[src/hdl/usm_pkg.sv]
// constants and types shared by the usart spi master block
// assumes a single ref_clk domain with synchronous reset
package usm_pkg;

  localparam int          DIV_W      = 12;
  localparam int          FRAME_BITS = 8;
  localparam int          RX_DEPTH   = 2;
  localparam logic [1:0]  MODE_MASTER_SPI_MODE = 2'h3;
  localparam logic        LINE_IDLE  = 1'h1;
  localparam logic [3:0]  HALF_FIRST = 4'h0;
  localparam logic [3:0]  HALF_LAST  = 4'hf;
  localparam logic [3:0]  HALF_STEP  = 4'h1;
  localparam logic [1:0]  CNT_ZERO   = 2'h0;
  localparam logic [1:0]  CNT_FULL   = 2'h2;
  localparam logic [1:0]  CNT_STEP   = 2'h1;
  localparam logic [7:0]  BYTE_ZERO  = 8'h00;
  localparam logic        BUF_EMPTY_RST = 1'h1;

  typedef enum logic {
    USM_IDLE,
    USM_SHIFT
  } usm_state_e;

endpackage
[src/hdl/usm_baud_gen.sv]
// half-bit tick generator for the usart spi master
// assumes divisor comes from logic on ref_clk
`timescale 1ns/1ps
module usm_baud_gen #(
  parameter int DIV_W = usm_pkg::DIV_W
) (
  input  wire logic             ref_clk,
  input  wire logic             rst,
  input  wire logic             run,
  input  wire logic [DIV_W-1:0] divisor,
  output logic                  tick
);

  logic [DIV_W-1:0] cnt_r;
  logic [DIV_W-1:0] cnt_nxt;
  logic             tick_r;
  logic             tick_nxt;

  // restart from zero when idle so every frame opens with a full half-bit
  always_comb begin
    cnt_nxt  = '0;
    tick_nxt = 1'b0;
    if (run) begin
      if (cnt_r >= divisor) begin
        tick_nxt = 1'b1;
      end else begin
        cnt_nxt = cnt_r + {{(DIV_W-1){1'b0}}, 1'b1};
      end
    end
  end

  always_ff @(posedge ref_clk) begin
    if (rst) begin
      cnt_r  <= '0;
      tick_r <= 1'b0;
    end else begin
      cnt_r  <= cnt_nxt;
      tick_r <= tick_nxt;
    end
  end

  assign tick = tick_r;
endmodule

[src/hdl/usm_core.sv]
// usart transceiver in master spi mode: byte transfers, tx buffer, rx buffer
// assumes control bits and strobes come from logic on ref_clk; the serial
// input pin is asynchronous and is synchronised here
`timescale 1ns/1ps
module usm_core #(
  parameter int DIV_W = usm_pkg::DIV_W
) (
  input  wire logic             ref_clk,
  input  wire logic             rst,
  input  wire logic [1:0]       mode_select_bits,
  input  wire logic             clock_polarity_bit,
  input  wire logic             clock_phase_bit,
  input  wire logic             bit_order_select,
  input  wire logic             transmitter_enable_bit,
  input  wire logic             receiver_enable_bit,
  input  wire logic [DIV_W-1:0] baud_divisor,
  input  wire logic             clock_pin_direction,
  input  wire logic             data_wr,
  input  wire logic [7:0]       data_wdata,
  input  wire logic             data_rd,
  input  wire logic             tx_complete_clear,
  input  wire logic             tx_complete_ack,
  input  wire logic             serial_input_pin,
  output logic [7:0]            data_rdata,
  output logic                  transmit_complete_flag,
  output logic                  receive_complete_flag,
  output logic                  buffer_empty_flag,
  output logic                  framing_error_flag,
  output logic                  overrun_flag,
  output logic                  parity_error_flag,
  output logic                  transfer_clock_pin,
  output logic                  transfer_clock_oe,
  output logic                  serial_output_pin,
  output logic                  serial_output_oe,
  output logic                  serial_input_owned
);

  // bit_order_select high means lsb first
  function automatic logic out_bit(input logic [7:0] sh, input logic lsb);
    out_bit = lsb ? sh[0] : sh[7];
  endfunction

  function automatic logic [7:0] shift_out(input logic [7:0] sh, input logic lsb);
    shift_out = lsb ? {usm_pkg::LINE_IDLE, sh[7:1]} : {sh[6:0], usm_pkg::LINE_IDLE};
  endfunction

  function automatic logic [7:0] shift_in(input logic [7:0] sh, input logic b,
                                          input logic lsb);
    shift_in = lsb ? {b, sh[7:1]} : {sh[6:0], b};
  endfunction

  usm_pkg::usm_state_e state_r;
  usm_pkg::usm_state_e state_nxt;
  logic       sin_s1_r;
  logic       sin_s2_r;
  logic       tick;
  logic       master_spi_mode;
  logic       lead;
  logic       sample;
  logic       frame_done;
  logic       tc_set;
  logic [7:0] rx_byte;
  logic [3:0] half_r;
  logic [3:0] half_nxt;
  logic [7:0] tx_sh_r;
  logic [7:0] tx_sh_nxt;
  logic [7:0] rx_sh_r;
  logic [7:0] rx_sh_nxt;
  logic [7:0] txbuf_r;
  logic [7:0] txbuf_nxt;
  logic       txbuf_v_r;
  logic       txbuf_v_nxt;
  logic       sck_r;
  logic       sck_nxt;
  logic       mosi_r;
  logic       mosi_nxt;
  logic       tc_r;
  logic       tc_nxt;
  logic       bempty_r;
  logic       bempty_nxt;
  logic       tx_oe_r;
  logic       tx_oe_nxt;
  logic       rx_own_r;
  logic       clk_oe_r;
  logic [7:0] mem_r [usm_pkg::RX_DEPTH];
  logic [7:0] mem_nxt [usm_pkg::RX_DEPTH];
  logic       rptr_r;
  logic       rptr_nxt;
  logic [1:0] cnt_r;
  logic [1:0] cnt_nxt;
  logic [7:0] hold_r;
  logic [7:0] hold_nxt;
  logic       hold_v_r;
  logic       hold_v_nxt;
  logic [7:0] rdata_r;
  logic [7:0] rdata_nxt;
  logic       rxc_r;
  logic       rxc_nxt;

  assign master_spi_mode = (mode_select_bits == usm_pkg::MODE_MASTER_SPI_MODE);

  // only the transmitter paces the clock, so the receiver can never start one
  usm_baud_gen #(
    .DIV_W   (DIV_W)
  ) u_baud (
    .ref_clk (ref_clk),
    .rst     (rst),
    .run     (state_r == usm_pkg::USM_SHIFT),
    // divisor storage sits with the caller and resets to zero there
    .divisor (baud_divisor),
    .tick    (tick)
  );

  always_ff @(posedge ref_clk) begin
    if (rst) begin
      sin_s1_r <= 1'b0;
      sin_s2_r <= 1'b0;
    end else begin
      sin_s1_r <= serial_input_pin;
      sin_s2_r <= sin_s1_r;
    end
  end

  // transfer controller
  always_comb begin
    state_nxt   = state_r;
    half_nxt    = half_r;
    tx_sh_nxt   = tx_sh_r;
    rx_sh_nxt   = rx_sh_r;
    txbuf_nxt   = txbuf_r;
    txbuf_v_nxt = txbuf_v_r;
    sck_nxt     = sck_r;
    mosi_nxt    = mosi_r;
    lead        = ~half_r[0];
    sample      = lead ^ clock_phase_bit;
    frame_done  = 1'b0;
    tc_set      = 1'b0;
    if (!master_spi_mode) begin
      state_nxt   = usm_pkg::USM_IDLE;
      txbuf_v_nxt = 1'b0;
      sck_nxt     = clock_polarity_bit;
      mosi_nxt    = usm_pkg::LINE_IDLE;
    end else begin
      unique case (state_r)
        usm_pkg::USM_IDLE: begin
          sck_nxt  = clock_polarity_bit;
          mosi_nxt = usm_pkg::LINE_IDLE;
          if (txbuf_v_r && transmitter_enable_bit) begin
            state_nxt   = usm_pkg::USM_SHIFT;
            txbuf_v_nxt = 1'b0;
            half_nxt    = usm_pkg::HALF_FIRST;
            tx_sh_nxt   = txbuf_r;
            if (!clock_phase_bit) begin
              mosi_nxt  = out_bit(txbuf_r, bit_order_select);
              tx_sh_nxt = shift_out(txbuf_r, bit_order_select);
            end
          end
        end
        usm_pkg::USM_SHIFT: begin
          if (tick) begin
            sck_nxt  = ~sck_r;
            half_nxt = half_r + usm_pkg::HALF_STEP;
            if (sample) begin
              rx_sh_nxt = shift_in(rx_sh_r, sin_s2_r, bit_order_select);
            end else if (half_r != usm_pkg::HALF_LAST || clock_phase_bit) begin
              mosi_nxt  = out_bit(tx_sh_r, bit_order_select);
              tx_sh_nxt = shift_out(tx_sh_r, bit_order_select);
            end
            if (half_r == usm_pkg::HALF_LAST) begin
              frame_done = 1'b1;
              // a queued byte rides straight on, making a gapless 16-bit word
              if (txbuf_v_r) begin
                txbuf_v_nxt = 1'b0;
                half_nxt    = usm_pkg::HALF_FIRST;
                tx_sh_nxt   = txbuf_r;
                if (!clock_phase_bit) begin
                  mosi_nxt  = out_bit(txbuf_r, bit_order_select);
                  tx_sh_nxt = shift_out(txbuf_r, bit_order_select);
                end
              end else begin
                state_nxt = usm_pkg::USM_IDLE;
                // phase 1 ends on a sample edge: the last bit must outlive it
                if (!clock_phase_bit) begin
                  mosi_nxt = usm_pkg::LINE_IDLE;
                end
                tc_set    = 1'b1;
              end
            end
          end
        end
      endcase
    end
    // a write into a full buffer is dropped, as the flag told software to wait
    if (master_spi_mode && transmitter_enable_bit && data_wr && !txbuf_v_r) begin
      txbuf_nxt   = data_wdata;
      txbuf_v_nxt = 1'b1;
    end
    tc_nxt     = tc_set | (tc_r & ~(tx_complete_clear | tx_complete_ack));
    bempty_nxt = ~txbuf_v_nxt;
    // disabling waits for queued data before the pin is handed back
    tx_oe_nxt  = master_spi_mode & (transmitter_enable_bit | txbuf_v_nxt |
                          (state_nxt == usm_pkg::USM_SHIFT));
  end

  assign rx_byte = rx_sh_nxt;

  always_ff @(posedge ref_clk) begin
    if (rst) begin
      state_r   <= usm_pkg::USM_IDLE;
      half_r    <= usm_pkg::HALF_FIRST;
      tx_sh_r   <= usm_pkg::BYTE_ZERO;
      rx_sh_r   <= usm_pkg::BYTE_ZERO;
      txbuf_r   <= usm_pkg::BYTE_ZERO;
      txbuf_v_r <= 1'b0;
      sck_r     <= 1'b0;
      mosi_r    <= usm_pkg::LINE_IDLE;
      tc_r      <= 1'b0;
      bempty_r  <= usm_pkg::BUF_EMPTY_RST;
      tx_oe_r   <= 1'b0;
      rx_own_r  <= 1'b0;
      clk_oe_r  <= 1'b0;
    end else begin
      state_r   <= state_nxt;
      half_r    <= half_nxt;
      tx_sh_r   <= tx_sh_nxt;
      rx_sh_r   <= rx_sh_nxt;
      txbuf_r   <= txbuf_nxt;
      txbuf_v_r <= txbuf_v_nxt;
      sck_r     <= sck_nxt;
      mosi_r    <= mosi_nxt;
      tc_r      <= tc_nxt;
      bempty_r  <= bempty_nxt;
      tx_oe_r   <= tx_oe_nxt;
      rx_own_r  <= master_spi_mode & receiver_enable_bit;
      clk_oe_r  <= clock_pin_direction;
    end
  end

  // receive buffer: two slots plus a hold byte that the next arrival overwrites
  always_comb begin
    mem_nxt    = mem_r;
    rptr_nxt   = rptr_r;
    cnt_nxt    = cnt_r;
    hold_nxt   = hold_r;
    hold_v_nxt = hold_v_r;
    if (!master_spi_mode || !receiver_enable_bit) begin
      cnt_nxt    = usm_pkg::CNT_ZERO;
      hold_v_nxt = 1'b0;
    end else begin
      if (data_rd && cnt_r != usm_pkg::CNT_ZERO) begin
        rptr_nxt = ~rptr_r;
        if (hold_v_r) begin
          mem_nxt[rptr_r] = hold_r;
          hold_v_nxt      = 1'b0;
        end else begin
          cnt_nxt = cnt_r - usm_pkg::CNT_STEP;
        end
      end
      if (frame_done) begin
        if (cnt_nxt != usm_pkg::CNT_FULL) begin
          mem_nxt[rptr_nxt ^ cnt_nxt[0]] = rx_byte;
          cnt_nxt = cnt_nxt + usm_pkg::CNT_STEP;
        end else begin
          hold_nxt   = rx_byte;
          hold_v_nxt = 1'b1;
        end
      end
    end
    rdata_nxt = mem_nxt[rptr_nxt];
    rxc_nxt   = (cnt_nxt != usm_pkg::CNT_ZERO);
  end

  always_ff @(posedge ref_clk) begin
    if (rst) begin
      mem_r    <= '{default: usm_pkg::BYTE_ZERO};
      rptr_r   <= 1'b0;
      cnt_r    <= usm_pkg::CNT_ZERO;
      hold_r   <= usm_pkg::BYTE_ZERO;
      hold_v_r <= 1'b0;
      rdata_r  <= usm_pkg::BYTE_ZERO;
      rxc_r    <= 1'b0;
    end else begin
      mem_r    <= mem_nxt;
      rptr_r   <= rptr_nxt;
      cnt_r    <= cnt_nxt;
      hold_r   <= hold_nxt;
      hold_v_r <= hold_v_nxt;
      rdata_r  <= rdata_nxt;
      rxc_r    <= rxc_nxt;
    end
  end

  assign data_rdata             = rdata_r;
  assign transmit_complete_flag = tc_r;
  assign receive_complete_flag  = rxc_r;
  assign buffer_empty_flag      = bempty_r;
  assign framing_error_flag     = 1'b0;
  assign overrun_flag           = 1'b0;
  assign parity_error_flag      = 1'b0;
  assign transfer_clock_pin     = sck_r;
  assign transfer_clock_oe      = clk_oe_r;
  assign serial_output_pin      = mosi_r;
  assign serial_output_oe       = tx_oe_r;
  assign serial_input_owned     = rx_own_r;
endmodule

[config.mk]
export PLATFORM = sky130hd
export DESIGN_NAME = usm_core
export DESIGN_NICKNAME = d
export VERILOG_FILES = /design/src/hdl/usm_pkg.sv /design/src/hdl/usm_baud_gen.sv /design/src/hdl/usm_core.sv
export SDC_FILE = /design/constraint.sdc
export NUM_CORES = 1
export LEC_CHECK = 0
export BUFFER_PORTS_ARGS = -buffer_cell sky130_fd_sc_hd__buf_2
export CORE_MARGIN = 3
export CORE_UTILIZATION = 55
export DETAILED_ROUTE_END_ITERATION = 10
export HOLD_SLACK_MARGIN = 0.12
export PLACE_DENSITY = 0.76
export RECOVER_POWER = 50
export SYNTH_ARGS = -nofsm -noshare
export SYNTH_HDL_FRONTEND = slang
export SYNTH_SLANG_ARGS = --single-unit
[constraint.sdc]
create_clock -name ref_clk -period 3.45 [get_ports ref_clk]
set_clock_uncertainty 0.2 [all_clocks]
set_input_delay 0.1725 -clock ref_clk [delete_from_list [all_inputs] [get_ports ref_clk]]
set_output_delay 0.1725 -clock ref_clk [all_outputs]
set_load 0.01 [all_outputs]
==> flow_results.org, run 1 <==
** Run status
- The flow ran to the end, but the final reports show violations.
- Violations in the final reports :: capacitance limit, slew limit

** Yosys
- Most common library cells after synthesis :: sky130_fd_sc_hd__nor2_1, sky130_fd_sc_hd__dfxtp_1, sky130_fd_sc_hd__a21oi_1, sky130_fd_sc_hd__mux2i_1, sky130_fd_sc_hd__inv_1
- Summing every instance area after synthesis gives 4397 um^2.
- Among all flip-flop cells after synthesis, the most frequent one is sky130_fd_sc_hd__dfxtp_1.
- After synthesis, the mean cell area works out to 8.472 um^2.
- Ys async rst share :: 0%
- Yosys instantiated no cell more often than sky130_fd_sc_hd__nor2_1.
- Synth Register Bits :: 89
- Post-synth top area share :: 40.52%
- EDFF count, synth :: 0
- Synthesis produced 519 cells.
- Synth warn :: 0
- Cell type with the highest aggregate area in the netlist :: sky130_fd_sc_hd__dfxtp_1
- Sequential share of the synthesized area :: 40.52%
- Synthesis instantiated 50 different standard cells from the library.
- By area the synthesized netlist is led by sky130_fd_sc_hd__dfxtp_1, sky130_fd_sc_hd__nor2_1, sky130_fd_sc_hd__mux2i_1.

** Routing
- Via count :: 3830
- DRC :: 0
- Average routed wire per standard cell :: 14.70 um
- DRT Pass-1 Iters :: 4
- The final layout contains routed wiring with a total length of 10040 um.
- DR iter-0 viols :: 266
- The count of nets left with antenna violations once routing finished came out at 0.
- After detailed routing, the number of vias per cell comes to 5.608.

** Finish
- Filler cell count in the final layout :: 637
- Antenna cells :: 0
- In the final layout, the share of cells above drive strength 1 is 12.33%.
- Final cell count without fillers :: 683
- In the final design database the tool counted 631 nets.
- Relative to the synthesized area, the layout overhead comes to 14.14%.

** Worst setup path
- Launch instance of the worst register-to-register path :: cnt_r[0]
- Class of the most critical setup path :: flop to flop
- Sum of buffers and inverters on the critical path :: 1
- For this design, the slowest cell found on the critical path is sky130_fd_sc_hd__or4_4.
- For the worst setup path, the data required time is 3.49 ns.
- Cell-by-cell listing of the critical path :: inv_1, ha_1, nand2b_1, nor2_1, xnor2_1, ha_1, or4_4, and3_2, a211oi_1, o22ai_1
- At the worst endpoint, the arrival time is 3.31 ns.
- Longest individual stage delay on the worst path :: 0.67 ns
- The worst setup path is captured at a flop.
- On the critical path the largest part of the delay comes from simple AND/OR/NAND/NOR gates.
- Beginning of the critical path :: cnt_r[0]
- STA classifies the critical path startpoint as a flop.
- Worst Path Max Fanout :: 16
- Most frequent cell on the critical path :: sky130_fd_sc_hd__ha_1

** Clock tree
- Clock slew at the register clock pins of the worst setup and hold paths :: 0.09 ns
- CTS tree :: done
- The number of clock buffers added by TritonCTS is 9.
- The clock passes through at most 2 buffers.
- Latest clock arrival within the worst-skew pair :: 0.36 ns
- Sinks on the clock net :: 89
- Clock root buffer :: sky130_fd_sc_hd__clkbuf_8
- Once the clock tree was built, the resizer swapped 0 gates to a different size.
- The H-tree generated during clock tree synthesis spans 3 levels.
- In this run the post-CTS setup repair buffer count came out at 0.

** Timing
- Hold Violations, Final :: 0
- The worst path uses 94.79% of the clock period.
- In this run the tightest slew margin relative to its limit is -6.922%.
- Setup TNS Final :: 0 ns
- Final worst hold slack :: 0.1479 ns
- At the pin with the least slew margin, the transition time is 1.592 ns.
- Number of max-slew violations in the final report :: 9
- Shortest period the worst path allows :: 3.270 ns
- Setup violations remaining at the end of the flow were counted as 0.
- Fmax :: 0.3058 GHz
- RSZ-0062 raised after global routing :: false

** Placed design
- Counting tap cells, the placed design contains a total of 647 instances.
- Routability cong. :: 0.9150
- Port buffering added 50 buffers.
- Detailed placement finished with a half-perimeter wire length of 6857 um.

** Global routing
- Number of antenna violations at the first check in global routing :: 0
- Global-route wire length before repair :: 16850 um
- The number of global-route vias before repair came to 3702.
- After global routing the overflow that remains totals 0.
- Entering global routing, the biggest net connects 34 pins.
- All-Layer GR Usage :: 23.46%

** Floorplan
- Row generation in the floorplan step produced 31 rows.
- In this run the standard cell core region covers 7486 um^2.
- Pin placement for this block handled 54 I/O pins.
- In this run the horizontal extent of the chip is 95.41 um.
- The floorplan step set the die height to 95.41 um.
- Floorplan die area :: 9103 um^2
- For this configuration, the core starts out at a cell density of 58.73%.

** Job
- Maximum capacitance violations :: 1

** Power and ir drop
- In this run the static leakage power is 2.018 nW.
- Power per cell area :: 372.5 nW/um^2
- Peak VDD IR :: 0.2110 mV
- Overall Power :: 1.870 mW

** Min path
- The min-delay analysis places its worst path in the category primary input to flop.
- Hold Path Origin :: baud_divisor[11]
==> worst paths after layout <==
kind / endpoint / slack (ns) / cells after the start
max: data_rdata[5] / 0.18 / 10
min: u_baud.tick / 0.15 / 5
max reg2reg: data_rdata[5] / 0.18 / 10
min reg2reg: sin_s2_r / 0.24 / 1
==> power by group <==
group          internal, mW  leakage, nW  switching, mW  total [mW]
clock                 0.335       0.0994          0.385       0.720
sequential             1.03        0.718        0.00429        1.04
combinational        0.0532         1.20         0.0595       0.113
==> metal layers <==
metal  vias to the layer above  part of all wire, %  track usage (%)
li1                       1912                    -                -
met3                        16                  5.7            5.762
met5                         -                    0                0
met4                         0                  1.6            6.991
met1                      1799                   46            30.56
met2                       103                   46            38.54
==> registers in the layout, summed over array words and instances (netlist names), 2 cells and up <==
register and cells:
half_r 4, txbuf_r 8, cnt_r 2, data_rdata 8
rx_sh_r 8, hold_r 8, u_baud.cnt_r 12, tx_sh_r 8
mem_r 16
==> cell usage in the layout (no fill, tap or decap), types with 2 or more instances in the layout <==
cell,Yosys,final
sky130_fd_sc_hd__nor3b_1,3,3
sky130_fd_sc_hd__nand4b_1,3,3
sky130_fd_sc_hd__a211oi_2,2,2
sky130_fd_sc_hd__ha_1,17,17
sky130_fd_sc_hd__a311oi_1,3,3
sky130_fd_sc_hd__nand3_1,7,7
sky130_fd_sc_hd__clkbuf_8,0,9
sky130_fd_sc_hd__and3_2,6,6
sky130_fd_sc_hd__and2_0,1,2
sky130_fd_sc_hd__o21ai_0,16,16
sky130_fd_sc_hd__o22ai_1,13,13
sky130_fd_sc_hd__and3_1,17,17
sky130_fd_sc_hd__dlygate4sd3_1,0,20
sky130_fd_sc_hd__buf_2,4,32
sky130_fd_sc_hd__nor3_1,5,7
sky130_fd_sc_hd__a21o_1,2,2
sky130_fd_sc_hd__mux2i_1,30,30
sky130_fd_sc_hd__nand2b_1,7,7
sky130_fd_sc_hd__a21oi_1,34,34
sky130_fd_sc_hd__clkbuf_1,18,20
sky130_fd_sc_hd__nand2_1,16,16
sky130_fd_sc_hd__nor2b_1,8,8
sky130_fd_sc_hd__nand4_1,3,4
sky130_fd_sc_hd__xor2_1,8,8
sky130_fd_sc_hd__clkinv_2,0,3
sky130_fd_sc_hd__xnor2_1,8,8
sky130_fd_sc_hd__mux2_2,9,8
sky130_fd_sc_hd__a211oi_1,22,22
sky130_fd_sc_hd__dfxtp_1,89,89
sky130_fd_sc_hd__conb_1,1,3
sky130_fd_sc_hd__nor2_1,114,114
sky130_fd_sc_hd__inv_1,23,23
sky130_fd_sc_hd__buf_4,3,6
sky130_fd_sc_hd__a221oi_1,3,3
==> cells by family (layout without fill, tap and decap cells) <==
family | after synthesis | after routing | synth area share (%)
simple gates | 200 | 200 | 21.83
compound gates | 103 | 103 | 14.83
flops | 89 | 89 | 40.52
buf+inv | 54 | 117 | 5.577
mux | 39 | 39 | 9.135
fa+ha+maj | 17 | 17 | 4.838
xor+xnor | 16 | 16 | 3.187
other cells | 1 | 3 | 0.08529
==> worst reg2reg max path: stages (launching register included) <==
cell and delay (ns):
sky130_fd_sc_hd__dfxtp_1 0.43, sky130_fd_sc_hd__inv_1 0.08, sky130_fd_sc_hd__ha_1 0.22, sky130_fd_sc_hd__nand2b_1 0.18, sky130_fd_sc_hd__nor2_1 0.21, sky130_fd_sc_hd__xnor2_1 0.20
sky130_fd_sc_hd__ha_1 0.30, sky130_fd_sc_hd__or4_4 0.67, sky130_fd_sc_hd__and3_2 0.26, sky130_fd_sc_hd__a211oi_1 0.29, sky130_fd_sc_hd__o22ai_1 0.12
==> stage by stage <==
stage / area, um^2 / setup WS [ns] / utilization (%)
floorplan: 4404 / 0.5253 / -
global placement: 4679 / 0.4287 / 62.51
detailed placement: 4679 / 0.2476 / 62.51
CTS: 5074 / 0.2302 / 67.78
global route: 5019 / 0.009373 / 67.04
finish: 5019 / 0.1797 / 67.04
==> repair_timing <==
item / 4_1_cts / 5_1_grt
hold endpoints to repair: 23 / 0
endpoints found under the setup margin: 0 / 0
hold buffers: 20 / 0
==> layout make-up <==
| class | instances | area (um^2) | share of cell area [%] |
|---|---|---|---|
| inverter | 23 | 86.33 | 1.720 |
| sequential | 89 | 1782 | 35.50 |
| clock buffer | 9 | 123.9 | 2.468 |
| clock inverter | 7 | 70.07 | 1.396 |
| timing repair buffer | 78 | 480.5 | 9.574 |
| multi-input combinational | 378 | 2352 | 46.87 |
| tap | 99 | 123.9 | 2.468 |
No activity file was read; power rests on OpenSTA's default activity.
==> run 2, diff against run 1 <==
--- a/config.mk
+++ b/config.mk
@@ -11,7 +11,6 @@
 export DETAILED_ROUTE_END_ITERATION = 10
 export HOLD_SLACK_MARGIN = 0.12
 export PLACE_DENSITY = 0.76
-export RECOVER_POWER = 50
 export SYNTH_ARGS = -nofsm -noshare
 export SYNTH_HDL_FRONTEND = slang
 export SYNTH_SLANG_ARGS = --single-unit
==> run 2 against run 1 <==
The run now ends clean. Final cell count did not move. Largest power group unchanged. Sequential cell count unchanged. Register-to-register slack barely moved. Wire length fell by 0.38%. Worst hold slack improved by 0.0032 ns.
==> flow_results.org, run 2 (synthesized netlist as in run 1, its figures left out) <==
** Power and ir drop
- Pleak :: 2.108 nW (+4.5%)
- The part of the total power dissipated in the clock network is 38.3% (-0.2 points).
- The areal power density over the cells was 367.7 nW/um^2 (-1.3%).
- Sequential group share of total power :: 55.5% (about the same)
- The switching power total came to 444.5 uW (-1.1%).
- The switching power as a share of total power is 23.83% (-0.21 points).
- Overall Power :: 1.866 mW (-0.20%)
- The total internal power came to 1.421 mW (about the same).
- The highest ir drop seen on vdd came to 0.2075 mV (-1.7%).
- Comb power frac :: 6.1% (about the same)

** Routing
- The count of TritonRoute iterations in the first routing pass is 4 (unchanged).
- Final wirelength :: 10010 um (-0.38%)
- DRC :: 0 (unchanged)
- Via count :: 3842 (+0.31%)
- Antenna violation net count after detailed routing :: 0 (unchanged)
- The via count normalized by instance count was 5.625 (+0.31%).
- DR iter-0 viols :: 264 (-0.75%)
- The average wire length per cell after detail routing was 14.65 um (-0.38%).

** Floorplan
- Initial cell density of the core :: 58.73% (unchanged)
- Vert. Die Dim :: 95.41 um (unchanged)
- CORE AREA :: 7486 um^2 (unchanged)
- The die outline width is 95.41 um (unchanged).
- The number of ports placed on the die boundary is 54 (unchanged).
- Floorplan die area :: 9103 um^2 (unchanged)
- The standard-cell row count was 31 (unchanged).

** Finish
- Filler cell count in the final layout :: 620 (-2.7%)
- Total area of sequential cells :: 1782 um^2 (unchanged)
- Largest registers :: mem_r x16, u_baud.cnt_r x12
- The diode insertion count for antenna repair was 0 (unchanged).
- Most flops, register :: mem_r
- The fraction of final layout cells with drive strength greater than 1 is 16.44% (+4.1 points).
- The multi-input combinational cell area is 2377 um^2 (+1.1%).
- Relative to the synthesized area, the layout overhead comes to 15.40%.
- Net count, final :: 631 (unchanged)
- Max reg flops :: 16 (unchanged)
- Final cell count without fillers :: 683 (unchanged)
- Most common cell after layout, fill and taps aside :: sky130_fd_sc_hd__nor2_1
- Commonest cells after routing, fill and taps aside :: sky130_fd_sc_hd__nor2_1, sky130_fd_sc_hd__dfxtp_1, sky130_fd_sc_hd__buf_2

** Timing
- Setup repair after global routing left no endpoint under its margin.
- The final number of hold-violating endpoints was 0 (unchanged).
- Setup TNS Final :: 0 ns (unchanged)
- Setup violation total in the final timing report :: 0 (unchanged)
- The max-slew violation count came to 0 (-9).
- Tightest Pin Transition :: 1.225 ns (-0.3662 ns)
- Shortest period the worst path allows :: 3.265 ns (-0.005410 ns)
- Headroom to the max-slew limit :: 17.44% (+24 points)
- Ratio of final minimum period to clock period :: 94.64% (-0.16 points)
- The maximum clock frequency was 0.3063 GHz (+0.17%).

** Worst setup path
- The worst register-to-register path begins at cnt_r[0].
- The worst-path maximum fanout was 16 (unchanged).
- The worst setup path is launched from a flop.
- The required time at the worst-slack endpoint came to 3.49 ns (about the same).
- The worst setup path is captured at a flop.
- The most critical setup path has its endpoint at data_rdata[5].
- In this design, the critical path's most frequently occurring cell is sky130_fd_sc_hd__ha_1.
- Class of the most critical setup path :: flop to flop
- Cell-by-cell listing of the critical path :: inv_1, ha_1, nand2b_1, nor2_1, xnor2_1, ha_1, or4_4, and3_2, a211oi_1, o22ai_1
- The worst register-to-register path ends at data_rdata[5].
- The stage delay of the slowest cell on the critical path is 0.67 ns (about the same).
- Tracing the worst setup path back leads to its startpoint at cnt_r[0].
- The largest individual stage delay along the critical path comes from the cell sky130_fd_sc_hd__or4_4.
- Worst Reg2Reg Path Length in Cells :: 10 (unchanged)
- Flop2flop setup slack :: 0.19 ns (about the same)
- Critical Path AT :: 3.30 ns (about the same)

** Global routing
- Maximum number of pins on one net before global-route repair :: 34 (unchanged)
- The total congestion overflow after global routing came to 0 (unchanged).
- Vias in the first global route :: 3702 (unchanged)
- Number of antenna violations at the first check in global routing :: 0 (unchanged)
- Global-route wire length before repair :: 16850 um (unchanged)
- All-Layer GR Usage :: 23.46% (unchanged)

** Placed design
- Input/output buffers :: 50 (unchanged)
- The post-DP HPWL is 6857 um (unchanged).
- Routability cong. :: 0.9150 (unchanged)
- The number of instances in the placed design was 647 (unchanged).

** Clock tree
- Number of clock buffers inserted by TritonCTS :: 9 (unchanged)
- Max Root-Sink Buffers :: 2 (unchanged)
- Latest clock arrival within the worst-skew pair :: 0.36 ns (about the same)
- Depth of the CTS H-tree :: 3 (unchanged)
- The clock sink count is 89 (unchanged).
- Clock slew at the register clock pins of the worst setup and hold paths :: 0.09 ns (about the same)
- The number of buffers inserted by post-CTS setup repair is 0 (unchanged).
- CTS tree :: done
- The tree is rooted in a sky130_fd_sc_hd__clkbuf_8.

** Min path
- Min-delay worst type :: primary input to flop
- Worst Hold Depth :: 5 (unchanged)

** Job
- The max-cap violation count came to 0 (-1).

** Run status
- Run status :: completed
==> run 2: metrics by stage <==
step	area, um^2	util [%]	worst slack, ns	hold slack, ns
after floorplan	4404	-	0.5253	0.09845
after global placement	4679	62.51	0.4287	0.1860
after detailed placement	4679	62.51	0.2476	0.1889
after CTS	5074	67.78	0.2302	0.1378
after global routing	5074	67.78	0.009373	0.2217
final	5074	67.78	0.1851	0.1511
==> run 2: worst min-delay path by stage <==
| stage | slack (ns) | startpoint | end |
|---|---|---|---|
| 6_report | 0.15 | baud_divisor[11] | u_baud.tick |
| 5_1_grt | 0.22 | baud_divisor[11] | u_baud.tick |
| 4_1_cts | 0.14 | baud_divisor[11] | u_baud.tick |
| 3_5_place_dp | 0.19 | clock_pin_direction | transfer_clock_oe |
| 3_3_place_gp | 0.19 | serial_input_pin | sin_s1_r |
| 2_1_floorplan | 0.1 | transmitter_enable_bit | serial_output_oe |
==> run 2: cell type report <==
| class | count | share of cell area (%) |
|---|---|---|
| tap | 99 | 2.441 |
| timing repair buffer | 78 | 10.06 |
| multi-input combinational | 378 | 46.86 |
| clock buffer | 9 | 2.441 |
| sequential | 89 | 35.12 |
| clock inverter | 7 | 1.381 |
| inverter | 23 | 1.702 |
==> run 2: timing repair <==
| action | 4_1_cts | 5_1_grt |
|---|---|---|
| hold endpoints to repair | 23 | 0 |
| hold buffers | 20 | 0 |
| resized for setup | 0 | 0 |
==> run 2: worst max-delay path: cells and delay by family, from the launching register on <==
family	cells	cell delay (ns)
AND/OR/NAND/NOR	4	1.31
adder cells (fa/ha/maj)	2	0.52
flip-flops	1	0.43
AO/OA/AOI/OAI	2	0.41
XOR/XNOR	1	0.19
buffers and inverters	1	0.08
==> run 2: power by group through the flow <==
stage	Clock, mW	Sequential (mW)	Combinational, mW
4_1_cts	0.725	1.04	0.114
2_1_floorplan	0	1.06	0.0639
3_3_place_gp	0	1.06	0.0934
6_report	0.715	1.04	0.114
3_5_place_dp	0	1.06	0.0963
5_1_grt	0.768	1.04	0.128
==> run 2: routing by layer <==
metal / up-vias / global-route usage (%) / part of all wire (%)
met2: 121 / 38.54 / 46
met4: 0 / 6.991 / 1.7
met3: 18 / 5.762 / 5.4
met5: - / 0 / 0
met1: 1795 / 30.56 / 46
li1: 1908 / - / -
